==> config.mk <==
export PLATFORM = sky130hd
export DESIGN_NAME = noise_shaping_ctrl
export DESIGN_NICKNAME = d
export VERILOG_FILES = /design/src/sample_fifo.v /design/src/noise_shaping_ctrl.v
export VERILOG_INCLUDE_DIRS = /design/src
export SDC_FILE = /design/constraint.sdc
export NUM_CORES = 1
export LEC_CHECK = 0
export BUFFER_PORTS_ARGS = -buffer_cell sky130_fd_sc_hd__clkbuf_2
export CAP_MARGIN = 20
export CORE_ASPECT_RATIO = 1.5
export CORE_UTILIZATION = 50
export CTS_CLUSTER_DIAMETER = 40
export DETAILED_ROUTE_END_ITERATION = 8
export PLACE_DENSITY = 0.73
export SETUP_SLACK_MARGIN = 0.02
export SYNTH_ARGS = -nofsm -noshare
export SYNTH_HDL_FRONTEND = slang
export SYNTH_SLANG_ARGS = --single-unit
==> constraint.sdc <==
create_clock -name i_ref_clk -period 6.5 [get_ports i_ref_clk]
set_input_delay 0.65 -clock i_ref_clk [delete_from_list [all_inputs] [get_ports i_ref_clk]]
set_output_delay 0.65 -clock i_ref_clk [all_outputs]
set_load 0.05 [all_outputs]
==> src/noise_shaping_defines.vh <==
// Constants for the noise-shaping mode control block
// Function
// - One software-written control bit picks internal or external reference operation.
// - Noise shaping is off after reset and is switched on by its register bit or by any of the three mode pins.
// - Each 4-bit corner code selects a normalized corner, codes 0-7 giving 0.250-0.420 and 8-F 0.000-0.230.
// - The band center lies midway between the corners picked by the two corner codes.
// - While shaping is active, four sample cycles are added to the latency, 26 in total.
// - Shaping adds no group delay; only the fixed pipeline latency changes.
// - After a register write enables shaping, it is fully active 10 sample cycles after the write completes.
// - After shaping is disabled, unshaped data resumes 6 sample cycles later.
// - Without shaping, each output code appears 22 sample cycles after its sample is taken.
`ifndef NOISE_SHAPING_DEFINES_VH
`define NOISE_SHAPING_DEFINES_VH

// Register byte addresses
`define ADDR_CTRL 8'h00
`define ADDR_STATUS 8'h04
`define ADDR_CORNER 8'h08
`define ADDR_CENTER 8'h0C

// Control field positions
`define CTRL_REF_EXT 0
`define CTRL_SHAPE_EN 1
`define CTRL_CODE_A_LO 4
`define CTRL_CODE_B_LO 8
`define CTRL_RESET 12'h000

// Timing in sample cycles
`define LAT_PLAIN 5'h16
`define LAT_EXTRA 5'h04
`define ON_DELAY 4'hA
`define OFF_DELAY 4'h6

// Reference clocks per sample
`define SAMPLE_DIV 4'h2

// Sample and buffer sizes
`define SAMPLE_W 11
`define FIFO_DEPTH 4

`endif

==> src/sample_fifo.v <==
// Small synchronous FIFO with valid and ready on both sides
`default_nettype none
module sample_fifo #(
	parameter WIDTH = 12,
	parameter DEPTH = 4,
	parameter AW = 2
) (
	// Clock and reset
	input wire i_ref_clk,
	input wire i_rst_n,
	// Fill side
	input wire i_in_valid,
	input wire [WIDTH-1:0] i_in_data,
	output reg o_in_ready,
	// Drain side
	output reg o_out_valid,
	output reg [WIDTH-1:0] o_out_data,
	input wire i_out_ready
);
	reg [WIDTH-1:0] mem [0:DEPTH-1];
	reg [AW-1:0] wr_ff;
	reg [AW-1:0] rd_ff;
	reg [AW:0] cnt_ff;
	wire push;
	wire pop;
	wire [AW:0] nxt_cnt;

	assign push = i_in_valid & o_in_ready;
	assign pop = o_out_valid & i_out_ready;
	assign nxt_cnt = cnt_ff + {{AW{1'b0}}, push} - {{AW{1'b0}}, pop};

	always @(posedge i_ref_clk) begin
		if (push) begin
			mem[wr_ff] <= i_in_data;
		end
	end

	always @(posedge i_ref_clk or negedge i_rst_n) begin
		if (!i_rst_n) begin
			wr_ff <= {AW{1'b0}};
			rd_ff <= {AW{1'b0}};
			cnt_ff <= {(AW+1){1'b0}};
			o_in_ready <= 1'b1;
			o_out_valid <= 1'b0;
			o_out_data <= {WIDTH{1'b0}};
		end else begin
			if (push) begin
				wr_ff <= wr_ff + 1'b1;
			end
			if (pop) begin
				rd_ff <= rd_ff + 1'b1;
			end
			cnt_ff <= nxt_cnt;
			o_in_ready <= (nxt_cnt != DEPTH[AW:0]);
			o_out_valid <= (nxt_cnt != {(AW+1){1'b0}});
			if (pop) begin
				if (cnt_ff == {{AW{1'b0}}, 1'b1} && push) begin
					o_out_data <= i_in_data;
				end else begin
					o_out_data <= mem[rd_ff + 1'b1];
				end
			end else if (cnt_ff == {(AW+1){1'b0}} && push) begin
				o_out_data <= i_in_data;
			end else begin
				o_out_data <= mem[rd_ff];
			end
		end
	end
endmodule // sample_fifo
`default_nettype wire

==> src/noise_shaping_ctrl.v <==
// Noise-shaping mode control with APB registers and latency pipeline
`include "noise_shaping_defines.vh"
`default_nettype none
module noise_shaping_ctrl (
	// Clock and reset
	input wire i_ref_clk,
	input wire i_rst_n,
	// APB slave
	input wire i_psel,
	input wire i_penable,
	input wire i_pwrite,
	input wire [7:0] i_paddr,
	input wire [31:0] i_pwdata,
	output reg [31:0] o_prdata,
	output reg o_pready,
	output reg o_pslverr,
	// Mode pins
	input wire i_mode_pin_one,
	input wire i_mode_pin_two,
	input wire i_mode_pin_three,
	// Converter samples
	input wire [10:0] i_sample,
	// Mode outputs
	output reg o_ref_external,
	output reg o_shaping_active,
	// Capture side
	output reg [11:0] o_data,
	output reg o_data_valid,
	input wire i_data_ready,
	output reg o_overrun
);
	// Pin and sample synchronisers
	reg [2:0] pin_meta_ff;
	reg [2:0] pin_sync_ff;
	reg [10:0] smp_meta_ff;
	reg [10:0] smp_sync_ff;

	always @(posedge i_ref_clk or negedge i_rst_n) begin
		if (!i_rst_n) begin
			pin_meta_ff <= 3'h0;
			pin_sync_ff <= 3'h0;
			smp_meta_ff <= 11'h000;
			smp_sync_ff <= 11'h000;
		end else begin
			pin_meta_ff <= {i_mode_pin_three, i_mode_pin_two, i_mode_pin_one};
			pin_sync_ff <= pin_meta_ff;
			smp_meta_ff <= i_sample;
			smp_sync_ff <= smp_meta_ff;
		end
	end

	// Sample clock enable divider
	reg [3:0] div_ff;
	reg smp_en_ff;

	always @(posedge i_ref_clk or negedge i_rst_n) begin
		if (!i_rst_n) begin
			div_ff <= 4'h0;
			smp_en_ff <= 1'b0;
		end else begin
			smp_en_ff <= (div_ff == `SAMPLE_DIV - 4'h1);
			if (div_ff == `SAMPLE_DIV - 4'h1) begin
				div_ff <= 4'h0;
			end else begin
				div_ff <= div_ff + 4'h1;
			end
		end
	end

	// Corner lookup in thousandths
	function [9:0] corner_of;
		input [3:0] code;
		begin
			case (code)
				4'h0: corner_of = 10'h0FA;
				4'h1: corner_of = 10'h10E;
				4'h2: corner_of = 10'h122;
				4'h3: corner_of = 10'h137;
				4'h4: corner_of = 10'h14D;
				4'h5: corner_of = 10'h165;
				4'h6: corner_of = 10'h181;
				4'h7: corner_of = 10'h1A4;
				4'h8: corner_of = 10'h000;
				4'h9: corner_of = 10'h050;
				4'hA: corner_of = 10'h073;
				4'hB: corner_of = 10'h08F;
				4'hC: corner_of = 10'h0A7;
				4'hD: corner_of = 10'h0BD;
				4'hE: corner_of = 10'h0D2;
				default: corner_of = 10'h0E6;
			endcase
		end
	endfunction

	// Control register
	reg [11:0] ctrl_ff;
	wire [3:0] code_a;
	wire [3:0] code_b;
	wire [9:0] corner_a;
	wire [9:0] corner_b;
	wire [10:0] center_x2;

	assign code_a = ctrl_ff[`CTRL_CODE_A_LO+3:`CTRL_CODE_A_LO];
	assign code_b = ctrl_ff[`CTRL_CODE_B_LO+3:`CTRL_CODE_B_LO];
	assign corner_a = corner_of(code_a);
	assign corner_b = corner_of(code_b);
	// Center in half-thousandths is the corner sum
	assign center_x2 = {1'b0, corner_a} + {1'b0, corner_b};

	// APB decode
	wire setup;
	wire access;
	wire wr_done;
	wire hit;

	assign setup = i_psel & ~i_penable;
	assign access = i_psel & i_penable & o_pready;
	assign hit = (i_paddr == `ADDR_CTRL) | (i_paddr == `ADDR_STATUS) |
		(i_paddr == `ADDR_CORNER) | (i_paddr == `ADDR_CENTER);
	assign wr_done = access & i_pwrite & ~o_pslverr & (i_paddr == `ADDR_CTRL);

	// Mode state machine
	localparam ST_OFF = 4'b0001;
	localparam ST_ARM = 4'b0010;
	localparam ST_ON = 4'b0100;
	localparam ST_DIS = 4'b1000;

	reg [3:0] state_ff;
	reg [3:0] nxt_state;
	reg [3:0] tick_ff;
	reg [3:0] nxt_tick;
	reg req_ff;
	reg nxt_active;
	wire req_now;

	// Register bit or any mode pin asks for shaping
	assign req_now = ctrl_ff[`CTRL_SHAPE_EN] | (|pin_sync_ff);

	always @* begin
		nxt_state = state_ff;
		nxt_tick = tick_ff;
		nxt_active = o_shaping_active;
		case (state_ff)
			ST_OFF: begin
				if (req_ff) begin
					nxt_state = ST_ARM;
					nxt_tick = `ON_DELAY;
				end
			end
			ST_ARM: begin
				if (!req_ff) begin
					nxt_state = ST_OFF;
				end else if (smp_en_ff) begin
					nxt_tick = tick_ff - 4'h1;
					if (tick_ff == 4'h1) begin
						nxt_state = ST_ON;
						nxt_active = 1'b1;
					end
				end
			end
			ST_ON: begin
				if (!req_ff) begin
					nxt_state = ST_DIS;
					nxt_tick = `OFF_DELAY;
				end
			end
			ST_DIS: begin
				if (smp_en_ff) begin
					nxt_tick = tick_ff - 4'h1;
					if (tick_ff == 4'h1) begin
						nxt_state = ST_OFF;
						nxt_active = 1'b0;
					end
				end
			end
			default: begin
				nxt_state = ST_OFF;
				nxt_active = 1'b0;
			end
		endcase
	end

	always @(posedge i_ref_clk or negedge i_rst_n) begin
		if (!i_rst_n) begin
			ctrl_ff <= `CTRL_RESET;
			req_ff <= 1'b0;
			state_ff <= ST_OFF;
			tick_ff <= 4'h0;
			o_shaping_active <= 1'b0;
			o_ref_external <= 1'b0;
		end else begin
			if (wr_done) begin
				ctrl_ff <= i_pwdata[11:0];
			end
			req_ff <= req_now;
			state_ff <= nxt_state;
			tick_ff <= nxt_tick;
			o_shaping_active <= nxt_active;
			o_ref_external <= ctrl_ff[`CTRL_REF_EXT];
		end
	end

	// APB answer, one-cycle access phase
	reg [31:0] nxt_rdata;

	always @* begin
		nxt_rdata = 32'h0000_0000;
		case (i_paddr)
			`ADDR_CTRL: nxt_rdata = {20'h00000, ctrl_ff};
			`ADDR_STATUS: nxt_rdata = {25'h0000000, o_overrun, o_ref_external,
				pin_sync_ff, (state_ff == ST_ARM) | (state_ff == ST_DIS), o_shaping_active};
			`ADDR_CORNER: nxt_rdata = {6'h00, corner_b, 6'h00, corner_a};
			`ADDR_CENTER: nxt_rdata = {21'h000000, center_x2};
			default: nxt_rdata = 32'h0000_0000;
		endcase
	end

	always @(posedge i_ref_clk or negedge i_rst_n) begin
		if (!i_rst_n) begin
			o_prdata <= 32'h0000_0000;
			o_pready <= 1'b0;
			o_pslverr <= 1'b0;
		end else begin
			o_pready <= setup;
			if (setup) begin
				o_prdata <= nxt_rdata;
				o_pslverr <= ~hit | (i_pwrite & (i_paddr != `ADDR_CTRL));
			end else begin
				o_pslverr <= 1'b0;
			end
		end
	end

	// Latency delay line, indexed by sample count
	reg [10:0] line_mem [0:31];
	reg [4:0] wp_ff;
	reg [4:0] fill_ff;
	reg [4:0] lat;
	reg push_ff;
	reg [11:0] push_data_ff;
	wire [4:0] rp;
	wire fifo_ready;
	wire fifo_valid;
	wire [11:0] fifo_data;

	// Only the pipeline depth changes with the mode, no filtering delay
	always @* begin
		lat = `LAT_PLAIN;
		if (o_shaping_active) begin
			lat = `LAT_PLAIN + `LAT_EXTRA;
		end
	end

	assign rp = wp_ff - lat;

	always @(posedge i_ref_clk) begin
		if (smp_en_ff) begin
			line_mem[wp_ff] <= smp_sync_ff;
		end
	end

	always @(posedge i_ref_clk or negedge i_rst_n) begin
		if (!i_rst_n) begin
			wp_ff <= 5'h00;
			fill_ff <= 5'h00;
			push_ff <= 1'b0;
			push_data_ff <= 12'h000;
			o_overrun <= 1'b0;
		end else begin
			push_ff <= 1'b0;
			if (smp_en_ff) begin
				wp_ff <= wp_ff + 5'h01;
				if (fill_ff != 5'h1F) begin
					fill_ff <= fill_ff + 5'h01;
				end
				if (fill_ff >= lat) begin
					push_ff <= 1'b1;
					push_data_ff <= {o_shaping_active, line_mem[rp]};
				end
			end
			if (push_ff & ~fifo_ready) begin
				o_overrun <= 1'b1;
			end else if (wr_done) begin
				o_overrun <= 1'b0;
			end
		end
	end

	sample_fifo #(
		.WIDTH(12),
		.DEPTH(`FIFO_DEPTH),
		.AW(2)
	) u_fifo (
		.i_ref_clk(i_ref_clk),
		.i_rst_n(i_rst_n),
		.i_in_valid(push_ff),
		.i_in_data(push_data_ff),
		.o_in_ready(fifo_ready),
		.o_out_valid(fifo_valid),
		.o_out_data(fifo_data),
		.i_out_ready(i_data_ready)
	);

	always @* begin
		o_data = fifo_data;
		o_data_valid = fifo_valid;
	end
endmodule // noise_shaping_ctrl
`default_nettype wire

# Word-level counts from Yosys, hierarchy flattened
# Memory sizes are Yosys's and may differ from the RTL's. A register that Yosys moved wholly into a read port is not among the register bits.
# Cells that the tools add are included.
dict set report op_classes {
  n_addsub 10
  order_cmp 1
  eq_ne 21
  muxes 34
  n_bitwise 21
  n_reduce_logical 16
}
# cell n
set ops {}
lappend ops {{26-bit one-hot mux with 4 select lines} 1}
lappend ops {{4-bit two-way mux} 13}
lappend ops {{12-bit two-way mux} 3}
lappend ops {{4-bit one-hot mux with 4 select lines} 2}
lappend ops {{8-bit by 4-bit == test with 1-bit output (second input constant)} 2}
lappend ops {{1-bit two-way mux} 14}
lappend ops {{2-bit != test (second input constant)} 7}
lappend ops {{4-bit by 1-bit == test with 1-bit output (second input constant)} 3}
lappend ops {{6-bit AND reduction} 2}
lappend ops {{10-bit by 10-bit adder with 11-bit output} 1}
lappend ops {{5-bit by 1-bit adder with 5-bit output (second input constant)} 2}
lappend ops {{1-bit bitwise AND} 10}
lappend ops {{3-bit != test (second input constant)} 3}
lappend ops {{8-bit by 3-bit == test with 1-bit output (second input constant)} 1}
lappend ops {{8-bit logical NOT} 1}
lappend ops {{8-bit nonzero test} 1}
lappend ops {{1-bit OR} 6}
lappend ops {{5-bit >= comparator} 1}
lappend ops {{5-bit != test (second input constant)} 1}
lappend ops {{1-bit NOT} 5}
lappend ops {{5-bit subtractor} 1}
lappend ops {{2-bit by 1-bit adder with 2-bit output (second input constant)} 2}
lappend ops {{4-bit by 1-bit adder with 4-bit output (second input constant)} 1}
lappend ops {{4-bit by 2-bit == test with 1-bit output (second input constant)} 1}
lappend ops {{other kinds (17)} 19}
dict set report totals {
  reg_bits 135
  ram_bits 400
  romBits 288
  inputBits 60
  out_inout_bits 50
  elab_cells 133
  memories 4
}
# name depth word_bits read_ports rd_clocked_by_memory_dff wr line_no
set memory_table {}
lappend memory_table {line_mem 32 11 1 1 1 noise_shaping_ctrl.v:235} ;# reg [10:0] line_mem [0:31];
lappend memory_table {{(no name shown)} 16 9 1 0 0 noise_shaping_ctrl.v:74} ;# case (code)
lappend memory_table {{(no name shown)} 16 9 1 0 0 noise_shaping_ctrl.v:74}
lappend memory_table {u_fifo.mem 4 12 2 0 1 sample_fifo.v:20} ;# reg [WIDTH-1:0] mem [0:DEPTH-1];

# Logic depth before layout (Yosys ltp)
# Gate-level depths: netlist (run 1).
dict set report depth {
  depth_word 7
  ltp_mapped 14
  mapped_depth_nobuf 14
}

# Modules after synthesis
# Synthesis (run 1) repeated with hierarchy kept, for this count alone.
dict set report unflattened {
  cells_unflattened 1309
  area_unflattened_um2 22466.5
}
# module n_inst cells_each area_each_um2
set by_module_without_submodules {}
lappend by_module_without_submodules {noise_shaping_ctrl 1 1064 18900.6}
lappend by_module_without_submodules {sample_fifo 1 245 3565.9}

# Least setup slack after synthesis (run 1)
# No wires, ideal clock.
dict set report synth_timing {
  kind {reg-to-reg}
  start {register ctrl_ff[10]}
  end {register o_prdata[4]}
  t_arrival_ns 2.919
  required_ns 6.380
  setup_slack_ns 3.462
  stages_incl_launch_ff 15
  n_path_buf 2
  path_cell_list {dfrtp_1 -> clkbuf_1 -> clkbuf_1 -> a21oi_1 -> nor2_1 -> a31oi_1 -> ha_1 -> inv_1 -> fa_1 -> nor2b_1 -> o21ai_1 -> a21boi_1 -> nor2_1 -> mux4_2 -> a31o_1}
}
dict set report synth_via {
  elab_chain_len 3
}
# item line_no
set synth_rtl {}
lappend synth_rtl {{start: declaration} noise_shaping_ctrl.v:96} ;# reg [11:0] ctrl_ff;
lappend synth_rtl {{start signal: assignment} noise_shaping_ctrl.v:185} ;# ctrl_ff <= `CTRL_RESET;
lappend synth_rtl {{start signal: assignment} noise_shaping_ctrl.v:193} ;# ctrl_ff <= i_pwdata[11:0];
lappend synth_rtl {{memory read 16 x 9 bit} --}
lappend synth_rtl {{10-bit by 10-bit adder with 11-bit output} noise_shaping_ctrl.v:108} ;# assign center_x2 = {1'b0, corner_a} + {1'b0, corner_b};
lappend synth_rtl {{26-bit one-hot mux with 4 select lines} noise_shaping_ctrl.v:208} ;# case (i_paddr)
lappend synth_rtl {{end signal: assignment} noise_shaping_ctrl.v:226} ;# o_prdata <= nxt_rdata;
lappend synth_rtl {{end: declaration} noise_shaping_ctrl.v:14} ;# output reg [31:0] o_prdata,
# Every way passes these cells.
# A chain may end at the register's enable or synchronous reset.

# Worst setup path after layout (run 1)
dict set report layout_timing {
  start {register wp_ff[1]}
  end {register push_data_ff[6], read port of line_mem}
}
dict set report layout_via {
  elab_chain_len 1
}
# item line_no
set layout_rtl {}
lappend layout_rtl {{start: declaration} noise_shaping_ctrl.v:236} ;# reg [4:0] wp_ff;
lappend layout_rtl {{start signal: assignment} noise_shaping_ctrl.v:272} ;# wp_ff <= wp_ff + 5'h01;
lappend layout_rtl {{5-bit subtractor} noise_shaping_ctrl.v:254} ;# assign rp = wp_ff - lat;
lappend layout_rtl {{end: declaration} noise_shaping_ctrl.v:240} ;# reg [11:0] push_data_ff;
# Every way passes these cells.

==> reports/results.txt, run 1 <==
Outcome: finished, final reports clean
Die Span X: 173 um
Nature of the critical path endpoint: flip-flop
CTS Root Cell: clkbuf_16
TritonCTS Buffers: 50
Peak Freq: 0.271 GHz
Wire per inst: 22.8 um
Count leader, synth: edfxtp_1
Hold Buf Count CTS: 0
Setup-failing EPs final: 0
Gate power share: 11.5%
Largest family of logic cells by synthesized area: multiplexers
RSZ-0062 raised after global routing: no
Worst setup path startpoint: wp_ff[1]$_DFFE_PN0P_
Critical Path, Cell by Cell: inv_1 -> fa_1 -> xor2_4 -> buf_4 -> mux2_2 -> o22ai_1 -> a211oi_1
CTS max path bufs: 3
Clock sink count: 524
Mux share of post-synthesis cell area: 14.9%
Share of cells above drive strength 1: 25.9%
Worst min path class: primary input to async pin
Placed inst area: 23100 um^2
Req. time, crit path: 6.94 ns
Synth cell count leaders: 400 x edfxtp_1, 122 x dfrtp_1, 120 x mux4_2
Non-Filler Instances: 2010
Initial DRC Count: 1091
Synth Flop Type: edfxtp_1
Total power: 7.70 mW
Core Util, Final: 58.0%
Seq/Total Area, Yosys: 68.5%
Startpoint Class: flip-flop
Largest net degree at the start of global routing: 90
Clock power frac: 38.7%
FF+latch area: 15100 um^2
Static leakage: 8.77 nW
Via count: 11900
FF-to-FF setup slack: 2.81 ns
Synth Area in Compound Gates: 5.57%
Max stage delay on crit path: 0.81 ns
Height of the chip: 259 um
Synth area leader: edfxtp_1
Buffers added on ports: 78
Flop pwr share: 49.8%
Final Cycle Share: 56.7%
GRT overflow: 0
Area occupied by multi-input gates: 6430 um^2
Setup_tns: 0 ns
Final Skew: 0.0154 ns
Initial antenna violation count: 0
DR DRC count: 0
IO Count: 110
Routed wire length: 45900 um
Final slew viol count: 0
Final Net Count: 1503
Synthesized flop and latch total: 524
Number of antenna diodes: 0
Slowest stage cell on the critical path: dfrtp_4
Rows: 93
R2r startpoint: wp_ff[1]$_DFFE_PN0P_
Worst-Margin Slew: 1.15 ns
Core Region: 43200 um^2
Pre-Repair DR Iteration Count: 5
Top cell type's share of synthesized area: 54.5%
Post-CTS Resized: 0
Number of global-route vias before repair: 12200
Vias per cell: 5.93
Starting Density: 51.1%
Syn avg cell area: 17.0 um^2
Fin crit period: 3.69 ns
Pwr Density: 308 nW/um^2
DPL Wire Length: 28300 um
Worst-path clk slew: 0.07 ns
FF-to-FF path depth: 7
Total die area: 45000 um^2
TritonCTS clock tree: done
Global Route Usage Sum: 20.7%
First-pass GRT wire length: 70300 um
Top cells by area, synth: edfxtp_1 54%, dfrtp_1 14%, mux4_2 12%
Post-synthesis cell area: 22100 um^2
Crit-path max FO: 38
Max H-tree Level: 2
Final Hold Viols: 0
Ys async rst share: 23.7%
Post-CTS Setup Bufs: 0
FF-to-FF End: push_data_ff[6]$_DFFE_PN0P_
Peak VDD IR: 0.189 mV
Psw: 1.92 mW
Synth Area in XOR/XNOR: 0.828%
Simple-gate share of the synthesized area: 4.93%
Synth warn: 0
CP Capture Point: push_data_ff[6]$_DFFE_PN0P_
Critical path class: flip-flop to flip-flop
Layout area overhead: 13.5%
Post-Synthesis Cells: 1298
Worst slew margin: 23.0%
Max-Cap Viols: 0
Placed Cells: 1903
Fillers: 3166
Worst path arrival time: 4.13 ns
Post-route cell area: 25000 um^2
Routability cong.: 0.847
Worst-skew pair later-pin latency: 0.57 ns
Post-Synth Adder-Cell Area: 2.66%
EDFF count, synth: 400
Sw Ratio: 24.9%
DRT antenna net count: 0
P_int: 5.78 mW
Yosys cell types: 63
-- per-stage QoR --
| step | setup slack (ns) | hold slack (ns) |
|---|---|---|
| after floorplan | 3.46 | 0.331 |
| after global placement | 2.72 | 0.331 |
| after detailed placement | 2.73 | 0.335 |
| after CTS | 2.76 | 0.153 |
| after global routing | 2.59 | 0.167 |
| final | 2.81 | 0.116 |
-- layout by cell type, fill, tap and decap left out, drive strengths merged, types with 6 or more instances in the layout --
cell type / synthesis / final
a22o: 12 / 12
nand2b: 6 / 6
a211oi: 24 / 24
nor2: 69 / 69
clkinv: 0 / 18
nand2: 53 / 53
edfxtp: 400 / 400
o31ai: 14 / 14
xnor2: 16 / 16
nor2b: 17 / 17
and3: 7 / 7
conb: 1 / 11
o21ai: 54 / 54
nor3: 26 / 26
clkbuf: 30 / 139
mux2: 43 / 43
a21oi: 28 / 28
clkinvlp: 0 / 6
mux2i: 9 / 9
dfrtp: 122 / 122
o22ai: 35 / 35
nand3: 14 / 14
inv: 37 / 41
mux4: 120 / 120
buf: 52 / 42
ha: 42 / 42
-- worst min path at each step --
stage | slack, ns | from | to
2_1_floorplan | 0.33 | pin_meta_ff[0]$_DFF_PN0_ | pin_sync_ff[0]$_DFF_PN0_
3_3_place_gp | 0.33 | smp_meta_ff[9]$_DFF_PN0_ | smp_sync_ff[9]$_DFF_PN0_
3_5_place_dp | 0.33 | smp_meta_ff[7]$_DFF_PN0_ | smp_sync_ff[7]$_DFF_PN0_
4_1_cts | 0.15 | i_rst_n | div_ff[1]$_DFF_PN0_
5_1_grt | 0.17 | i_sample[2] | smp_meta_ff[2]$_DFF_PN0_
6_report | 0.12 | i_rst_n | smp_meta_ff[7]$_DFF_PN0_
-- area by class of cell --
type	instances	share of cell area, %
Clock buffer	61	5.50
Sequential cell	524	60.4
Tap cell	570	2.85
Clock inverter	33	1.33
Timing Repair Buffer	120	3.64
Inverter	37	0.555
Multi-Input combinational cell	665	25.7
-- per-layer routing --
| metal | share of wire, % | global-route usage [%] | up-vias | routed length (um) |
|---|---|---|---|---|
| met2 | 54 | 37.9 | 384 | 24800 |
| met1 | 37 | 24.0 | 6146 | 17000 |
| met4 | 4.3 | 10.1 | 0 | 1980 |
| met3 | 4.6 | 2.53 | 112 | 2100 |
| li1 | - | - | 5282 | - |
| met5 | 0 | 0 | - | 0 |
-- sequential cells by signal, indices dropped and copies added (netlist names), 5 cells and up --
| register | cells |
|---|---|
| ctrl_ff | 12 |
| fill_ff | 5 |
| line_mem | 352 |
| o_prdata | 21 |
| push_data_ff | 12 |
| smp_meta_ff | 11 |
| smp_sync_ff | 11 |
| u_fifo.mem | 48 |
| u_fifo.o_out_data | 12 |
| wp_ff | 5 |
-- power groups by stage --
| stage | Sequential, mW | Clock (mW) | Combinational (mW) |
|---|---|---|---|
| 2_1_floorplan | 3.97 | 0 | 0.601 |
| 3_3_place_gp | 3.91 | 0 | 0.835 |
| 3_5_place_dp | 3.92 | 0 | 0.859 |
| 4_1_cts | 3.85 | 3.03 | 0.862 |
| 5_1_grt | 3.85 | 3.15 | 0.969 |
| 6_report | 3.83 | 2.98 | 0.885 |
-- critical path, delay by kind of cell, from the launching register on --
kind | cells | cell delay, ns
flip-flops | 1 | 0.81
XOR/XNOR | 1 | 0.79
buffers and inverters | 2 | 0.75
adder cells (fa/ha/maj) | 1 | 0.53
multiplexers | 1 | 0.43
AO/OA/AOI/OAI | 2 | 0.23
-- cells by family (layout without fill, tap and decap cells) --
family	Yosys count	in the layout
xor gates and xnor gates	20	20
and+or+nand+nor	224	224
adders and majority gates	45	45
muxes	172	172
AOI/OAI and AO/OA	193	193
buffers and inverters	119	251
other	1	11
DFF	524	524
Power figures use the tool's default switching activity.
==> inputs of run 2 (changes only) <==
--- a/config.mk
+++ b/config.mk
@@ -12,7 +12,7 @@
 export CORE_UTILIZATION = 50
 export CTS_CLUSTER_DIAMETER = 40
 export DETAILED_ROUTE_END_ITERATION = 8
-export PLACE_DENSITY = 0.73
+export PLACE_DENSITY = 0.76
 export SETUP_SLACK_MARGIN = 0.02
 export SYNTH_ARGS = -nofsm -noshare
 export SYNTH_HDL_FRONTEND = slang
==> constraint.sdc (replaced) <==
create_clock -name i_ref_clk -period 3.1 [get_ports i_ref_clk]
set_input_delay 0.31 -clock i_ref_clk [delete_from_list [all_inputs] [get_ports i_ref_clk]]
set_output_delay 0.31 -clock i_ref_clk [all_outputs]
set_load 0.05 [all_outputs]
==> run 2 against run 1 <==
Compared with the run above: count of clock-buffer cells in the layout up 5; via count up 2.8%; first-iteration DRC count up 7.6%; sequential cell count unchanged; core utilization up 1.7 points; setup slack worse by 2.6 ns; clock power up 110%; sequential power up 110%; die area unchanged; hold slack better by 0.12 ns; design area up 2.9%.
==> reports/results.txt, run 2 (synthesis results as in run 1) <==
Final Cycle Share: 94.6% (+38 points)
Total power: 16.4 mW (+110%)
Pwr Density: 636 nW/um^2 (+110%)
Rows: 93 (unchanged)
Starting Density: 51.1% (unchanged)
Buffers added on ports: 78 (unchanged)
Nature of the critical path endpoint: flip-flop
Worst setup path startpoint: ctrl_ff[9]$_DFFE_PN0P_
Top flop regs: line_mem: 352 flops, u_fifo.mem: 48 flops, o_prdata: 21 flops
Worst min path class: primary input to flip-flop
Outcome: finished, final reports clean
Final Hold Viols: 0 (unchanged)
FF-to-FF End: o_prdata[4]$_DFFE_PN0P_
Wire per inst: 22.5 um (-1.6%)
Vias per cell: 5.88 (-0.81%)
Clock sink count: 524 (unchanged)
First-pass GRT wire length: 70600 um (+0.43%)
DRT antenna net count: 0 (unchanged)
Pre-Repair DR Iteration Count: 7 (+2)
Height of the chip: 259 um (unchanged)
FF-to-FF path depth: 14 (+7)
Worst slew margin: 29.0% (+6.0 points)
Initial antenna violation count: 0 (unchanged)
Final Skew: 0.0200 ns (+0.00467 ns)
Setup-failing EPs final: 0 (unchanged)
Startpoint Class: flip-flop
Total die area: 45000 um^2 (unchanged)
Die Span X: 173 um (unchanged)
Most flops, register: line_mem
CP Capture Point: o_prdata[4]$_DFFE_PN0P_
Peak Freq: 0.341 GHz (+26%)
Final Net Count: 1578 (+5.0%)
Max-Cap Viols: 0 (unchanged)
Place WS: 0.0116 ns (-2.72 ns)
Fin crit period: 2.93 ns (-0.754 ns)
Worst-path clk slew: 0.06 ns (about the same)
Crit-path max FO: 4 (-89%)
Global Route Usage Sum: 20.7% (about the same)
DR DRC count: 0 (unchanged)
Setup ws final: 0.166 ns (-2.65 ns)
Peak VDD IR: 0.493 mV (+160%)
Share of cells above drive strength 1: 28.8% (+2.8 points)
Max H-tree Level: 2 (unchanged)
Worst path arrival time: 3.39 ns (-0.74 ns)
Most frequent cells in the layout: 400 x edfxtp_1, 120 x mux4_2, 119 x dfrtp_1
TritonCTS clock tree: done
Worst-Margin Slew: 1.07 ns (-0.0895 ns)
Worst-skew pair later-pin latency: 0.57 ns (about the same)
Largest net degree at the start of global routing: 93 (+3.3%)
Commonest non-fill, non-tap cell in the layout: edfxtp_1
FF-to-FF setup slack: 0.17 ns (-2.65 ns)
TritonCTS Buffers: 51 (+2.0%)
GRT overflow: 0 (unchanged)
Static leakage: 9.15 nW (+4.3%)
Routed wire length: 46800 um (+2.0%)
Initial DRC Count: 1174 (+7.6%)
Layout area overhead: 16.8%
CTS Root Cell: clkbuf_16
Max FFs per register: 352 (unchanged)
CTS max path bufs: 3 (unchanged)
IO Count: 110 (unchanged)
Critical path class: flip-flop to flip-flop
Fillers: 3043 (-3.9%)
Final slew viol count: 0 (unchanged)
Req. time, crit path: 3.56 ns (-3.38 ns)
Core Region: 43200 um^2 (unchanged)
Via count: 12300 (+2.8%)
Number of antenna diodes: 0 (unchanged)
R2r startpoint: ctrl_ff[9]$_DFFE_PN0P_
Number of global-route vias before repair: 12600 (+2.7%)
Routability cong.: 0.861 (+1.6%)
DPL Wire Length: 28800 um (+1.8%)
==> run 2: worst max-delay path, cell delays in order, from the launching register on <==
cell and delay (ns):
dfrtp_1 0.41, ha_2 0.20, nor2_1 0.04, a21oi_1 0.13, nor2_1 0.07, a31oi_2 0.23, ha_2 0.22, inv_1 0.05
fa_2 0.35, nor2b_1 0.12, o21ai_1 0.08, a21boi_1 0.18, nor2_1 0.07, mux4_2 0.46, a31o_1 0.22
==> run 2: per-stage QoR <==
stage                     util [%]  area (um^2)  setup TNS (ns)  hold slack [ns]  cells
after floorplan                  -        22100               0           0.0144   1308
after global placement        54.3        23400               0            0.303   1949
after detailed placement      54.3        23400               0            0.309   1950
after CTS                     59.0        25500               0            0.199   2071
after global routing          59.7        25800         -0.0207            0.279   2083
final                         59.7        25800               0            0.238   2083
==> run 2: worst min-delay path by stage <==
stage / to / start / depth (start not counted)
finish: o_pslverr$_DFF_PN0_ / i_paddr[0] / 4
global route: o_pslverr$_DFF_PN0_ / i_paddr[0] / 4
CTS: o_pslverr$_DFF_PN0_ / i_paddr[0] / 4
detailed placement: smp_meta_ff[4]$_DFF_PN0_ / i_rst_n / 1
global placement: smp_meta_ff[4]$_DFF_PN0_ / i_rst_n / 1
floorplan: ctrl_ff[0]$_DFFE_PN0P_ / i_rst_n / 0
==> run 2: timing repair <==
action | CTS | global route
setup endpoints to repair | 1 | 5
hold endpoints to repair | 78 | 0
setup buffers | 0 | 4
hold buffers | 28 | 0
pin swaps | 0 | 3
resized for setup | 1 | 11
==> run 2: final cells by class <==
type / count / area, um^2 / share of cell area (%)
multi-input combinational: 665 / 6480 / 25.1
sequential: 524 / 15100 / 58.7
clock inverter: 27 / 339 / 1.32
inverter: 37 / 139 / 0.539
tap: 570 / 713 / 2.77
clock buffer: 66 / 1410 / 5.46
timing repair buffer: 194 / 1560 / 6.05
==> run 2: per-layer routing <==
layer | up-vias | GRT usage [%] | wire length, um
met5 | - | 0 | 0
met2 | 404 | 39.0 | 25800
met1 | 6331 | 23.3 | 17200
li1 | 5421 | - | -
met3 | 101 | 2.24 | 1860
met4 | 0 | 9.88 | 1960
==> run 2: power by group <==
part	switching [mW]	total (mW)	internal (mW)
logic	1.25	2.05	0.797
clock network	2.66	6.40	3.75
registers	0.156	7.93	7.78
total	4.07	16.4	12.3
==> inputs of run 3 (changes only) <==
--- a/config.mk
+++ b/config.mk
@@ -12,7 +12,7 @@
 export CORE_UTILIZATION = 50
 export CTS_CLUSTER_DIAMETER = 40
 export DETAILED_ROUTE_END_ITERATION = 8
-export PLACE_DENSITY = 0.76
+export PLACE_DENSITY_LB_ADDON = 0.1
 export SETUP_SLACK_MARGIN = 0.02
 export SYNTH_ARGS = -nofsm -noshare
 export SYNTH_HDL_FRONTEND = slang
==> constraint.sdc (replaced) <==
create_clock -name i_ref_clk -period 3.1 [get_ports i_ref_clk]
set_input_delay 0.31 -clock i_ref_clk [delete_from_list [all_inputs] [get_ports i_ref_clk]]
set_output_delay 0.31 -clock i_ref_clk [all_outputs]
set_load 0.005 [all_outputs]
==> run 3 against run 2 <==
Compared with the run above: first-iteration DRC count is 41% lower; non-clock buffer count is 7 higher; hold slack worse by 0.16 ns.
==> reports/results.txt, run 3 (synthesis results as in run 1) <==
Outcome: finished, final reports clean
R2r startpoint: ctrl_ff[5]$_DFFE_PN0P_
Setup-failing EPs final: 0 (unchanged)
FF-to-FF path depth: 14 (unchanged)
Max FFs per register: 352 (unchanged)
TritonCTS clock tree: done
DRT antenna net count: 0 (unchanged)
Final slew viol count: 0 (unchanged)
Share of cells above drive strength 1: 29.8% (+1.0 points)
FF-to-FF setup slack: 0.18 ns (about the same)
Worst path arrival time: 3.38 ns (about the same)
Startpoint Class: flip-flop
Pwr Density: 629 nW/um^2 (-1.1%)
Top flop regs: line_mem: 352 flops, u_fifo.mem: 48 flops, o_prdata: 21 flops
TritonCTS Buffers: 53 (+3.9%)
Total power: 16.3 mW (-0.70%)
Vias per cell: 5.70 (-3.1%)
First-pass GRT wire length: 73800 um (+4.5%)
Delay-heaviest family, CP: adder cells
Commonest non-fill, non-tap cell in the layout: edfxtp_1
GRT overflow: 0 (unchanged)
Starting Density: 51.1% (unchanged)
Peak VDD IR: 0.443 mV (-10%)
Via count: 12000 (-2.5%)
Wire per inst: 22.9 um (+2.1%)
Routed wire length: 48100 um (+2.8%)
GR Util met1: 25.3% (+1.9 points)
Worst-path clk slew: 0.06 ns (about the same)
GRT met2 Usage: 42.1% (+3.1 points)
Routability cong.: 0.856 (-0.49%)
Max stage delay on crit path: 0.47 ns (about the same)
Worst Path Buf+Inv: 2 (+1)
Placed inst area: 23500 um^2 (+0.18%)
Levels on crit path: 14 (unchanged)
Number of global-route vias before repair: 12600 (+0.17%)
Worst-Margin Slew: 1.01 ns (-0.0558 ns)
DPL Wire Length: 30300 um (+5.4%)
Slowest stage cell on the critical path: mux4_2
Final Hold Viols: 0 (unchanged)
RSZ-0062 raised after global routing: no
Global Route Usage Sum: 22.1% (+1.4 points)
Layout area overhead: 17.2%
Static leakage: 9.20 nW (+0.58%)
Met3 usage: 2.64% (+0.40 points)
Worst setup path startpoint: ctrl_ff[5]$_DFFE_PN0P_
Final Cycle Share: 94.3% (-0.30 points)
Max H-tree Level: 2 (unchanged)
Pre-Repair DR Iteration Count: 5 (-2)
DR DRC count: 0 (unchanged)
Initial DRC Count: 695 (-41%)
IO Count: 110 (unchanged)
CTS Root Cell: clkbuf_16
Worst min path class: primary input to flip-flop
Critical Path, Cell by Cell: buf_4 -> ha_1 -> nor2_1 -> o21ai_1 -> o31ai_2 -> ha_2 -> inv_1 -> fa_2 -> nor2b_2 -> o21ai_2 -> a21boi_2 -> nor2_2 -> mux4_2 -> a31o_1
Fin crit period: 2.92 ns (-0.00943 ns)
Post-route cell area: 25900 um^2 (+0.39%)
Nature of the critical path endpoint: flip-flop
Crit-path max FO: 5 (+1)
Max-Cap Viols: 0 (unchanged)
Core Util, Final: 59.9% (+0.23 points)
Setup_tns: 0 ns (unchanged)
Core Region: 43200 um^2 (unchanged)
Final Skew: 0.0194 ns (-0.000662 ns)
CP Capture Point: o_prdata[4]$_DFFE_PN0P_
Height of the chip: 259 um (unchanged)
Total die area: 45000 um^2 (unchanged)
Clock sink count: 524 (unchanged)
Buffers added on ports: 78 (unchanged)
Initial antenna violation count: 0 (unchanged)
Req. time, crit path: 3.56 ns (about the same)
Most frequent cells in the layout: 400 x edfxtp_1, 120 x mux4_2, 120 x dfrtp_1
Number of antenna diodes: 0 (unchanged)
Largest net degree at the start of global routing: 93 (unchanged)
FF-to-FF End: o_prdata[4]$_DFFE_PN0P_
Rows: 93 (unchanged)
Peak Freq: 0.342 GHz (+0.32%)
CTS max path bufs: 3 (unchanged)
Final Net Count: 1587 (+0.57%)
Worst-skew pair later-pin latency: 0.58 ns (about the same)
Worst slew margin: 32.7% (+3.7 points)
Most flops, register: line_mem
Critical path class: flip-flop to flip-flop
Grt peak-use layer: met2
Die Span X: 173 um (unchanged)
-- run 3: changes by cell type in the layout (fill, tap and decap cells not counted), sizes merged --
cell,previous run,this run
buf,89,96
clkinv,7,11
clkinvlp,6,11
inv,45,43
-- run 3: metrics by stage --
stage | instances | setup WS, ns | hold slack (ns)
final | 2097 | 0.176 | 0.0762
after floorplan | 1308 | 0.0616 | 0.0144
after detailed placement | 1960 | -0.110 | 0.336
after global placement | 1960 | -0.0553 | 0.332
after CTS | 2089 | 0.0573 | 0.0488
after global routing | 2097 | 0.00416 | 0.0899
-- run 3: repair_timing --
| action | CTS | global route |
|---|---|---|
| pin swaps | 1 | 5 |
| gates resized for setup | 5 | 11 |
| setup endpoints to repair | 1 | 4 |
| buffers inserted | 1 | 1 |
| hold buffers | 28 | 0 |
| hold endpoints to repair | 91 | 0 |
-- run 3: worst min-delay path by stage --
stage / cells after the start / from / to
3_5_place_dp: 0 / pin_meta_ff[0]$_DFF_PN0_ / pin_sync_ff[0]$_DFF_PN0_
2_1_floorplan: 0 / i_rst_n / ctrl_ff[0]$_DFFE_PN0P_
3_3_place_gp: 0 / smp_meta_ff[5]$_DFF_PN0_ / smp_sync_ff[5]$_DFF_PN0_
4_1_cts: 3 / i_psel / o_pready$_DFF_PN0_
6_report: 3 / i_psel / o_pready$_DFF_PN0_
5_1_grt: 4 / i_paddr[3] / o_prdata[10]$_DFFE_PN0P_
-- run 3: final cells by class --
| class | instances | area (um^2) |
|---|---|---|
| Clock inverter | 34 | 385 |
| Fill cell | 3285 | 17300 |
| Clock buffer | 66 | 1450 |
| Inverter | 37 | 139 |
| Tap cell | 570 | 713 |
| Timing Repair Buffer | 201 | 1560 |
| Sequential cell | 524 | 15100 |
| Multi-Input combinational cell | 665 | 6490 |
-- run 3: per-layer routing --
layer  vias up  wire, um
li1       5451         -
met5         -         0
met4         0      1380
met2       241     26900
met1      6182     18200
met3        80      1600
-- run 3: where the power goes --
group | leakage (nW) | total (mW) | internal (mW) | switching, mW
Combinational | 3.20 | 1.71 | 0.792 | 0.921
Sequential | 5.13 | 7.94 | 7.78 | 0.159
Clock | 0.866 | 6.62 | 3.86 | 2.76
-- run 3: worst register-to-register path, stage by stage (launching register included) --
cell and delay [ns]:
dfrtp_1 0.42, buf_4 0.16, ha_1 0.18, nor2_1 0.08, o21ai_1 0.07, o31ai_2 0.11, ha_2 0.27, inv_1 0.05
fa_2 0.36, nor2b_2 0.13, o21ai_2 0.07, a21boi_2 0.17, nor2_2 0.06, mux4_2 0.47, a31o_1 0.19
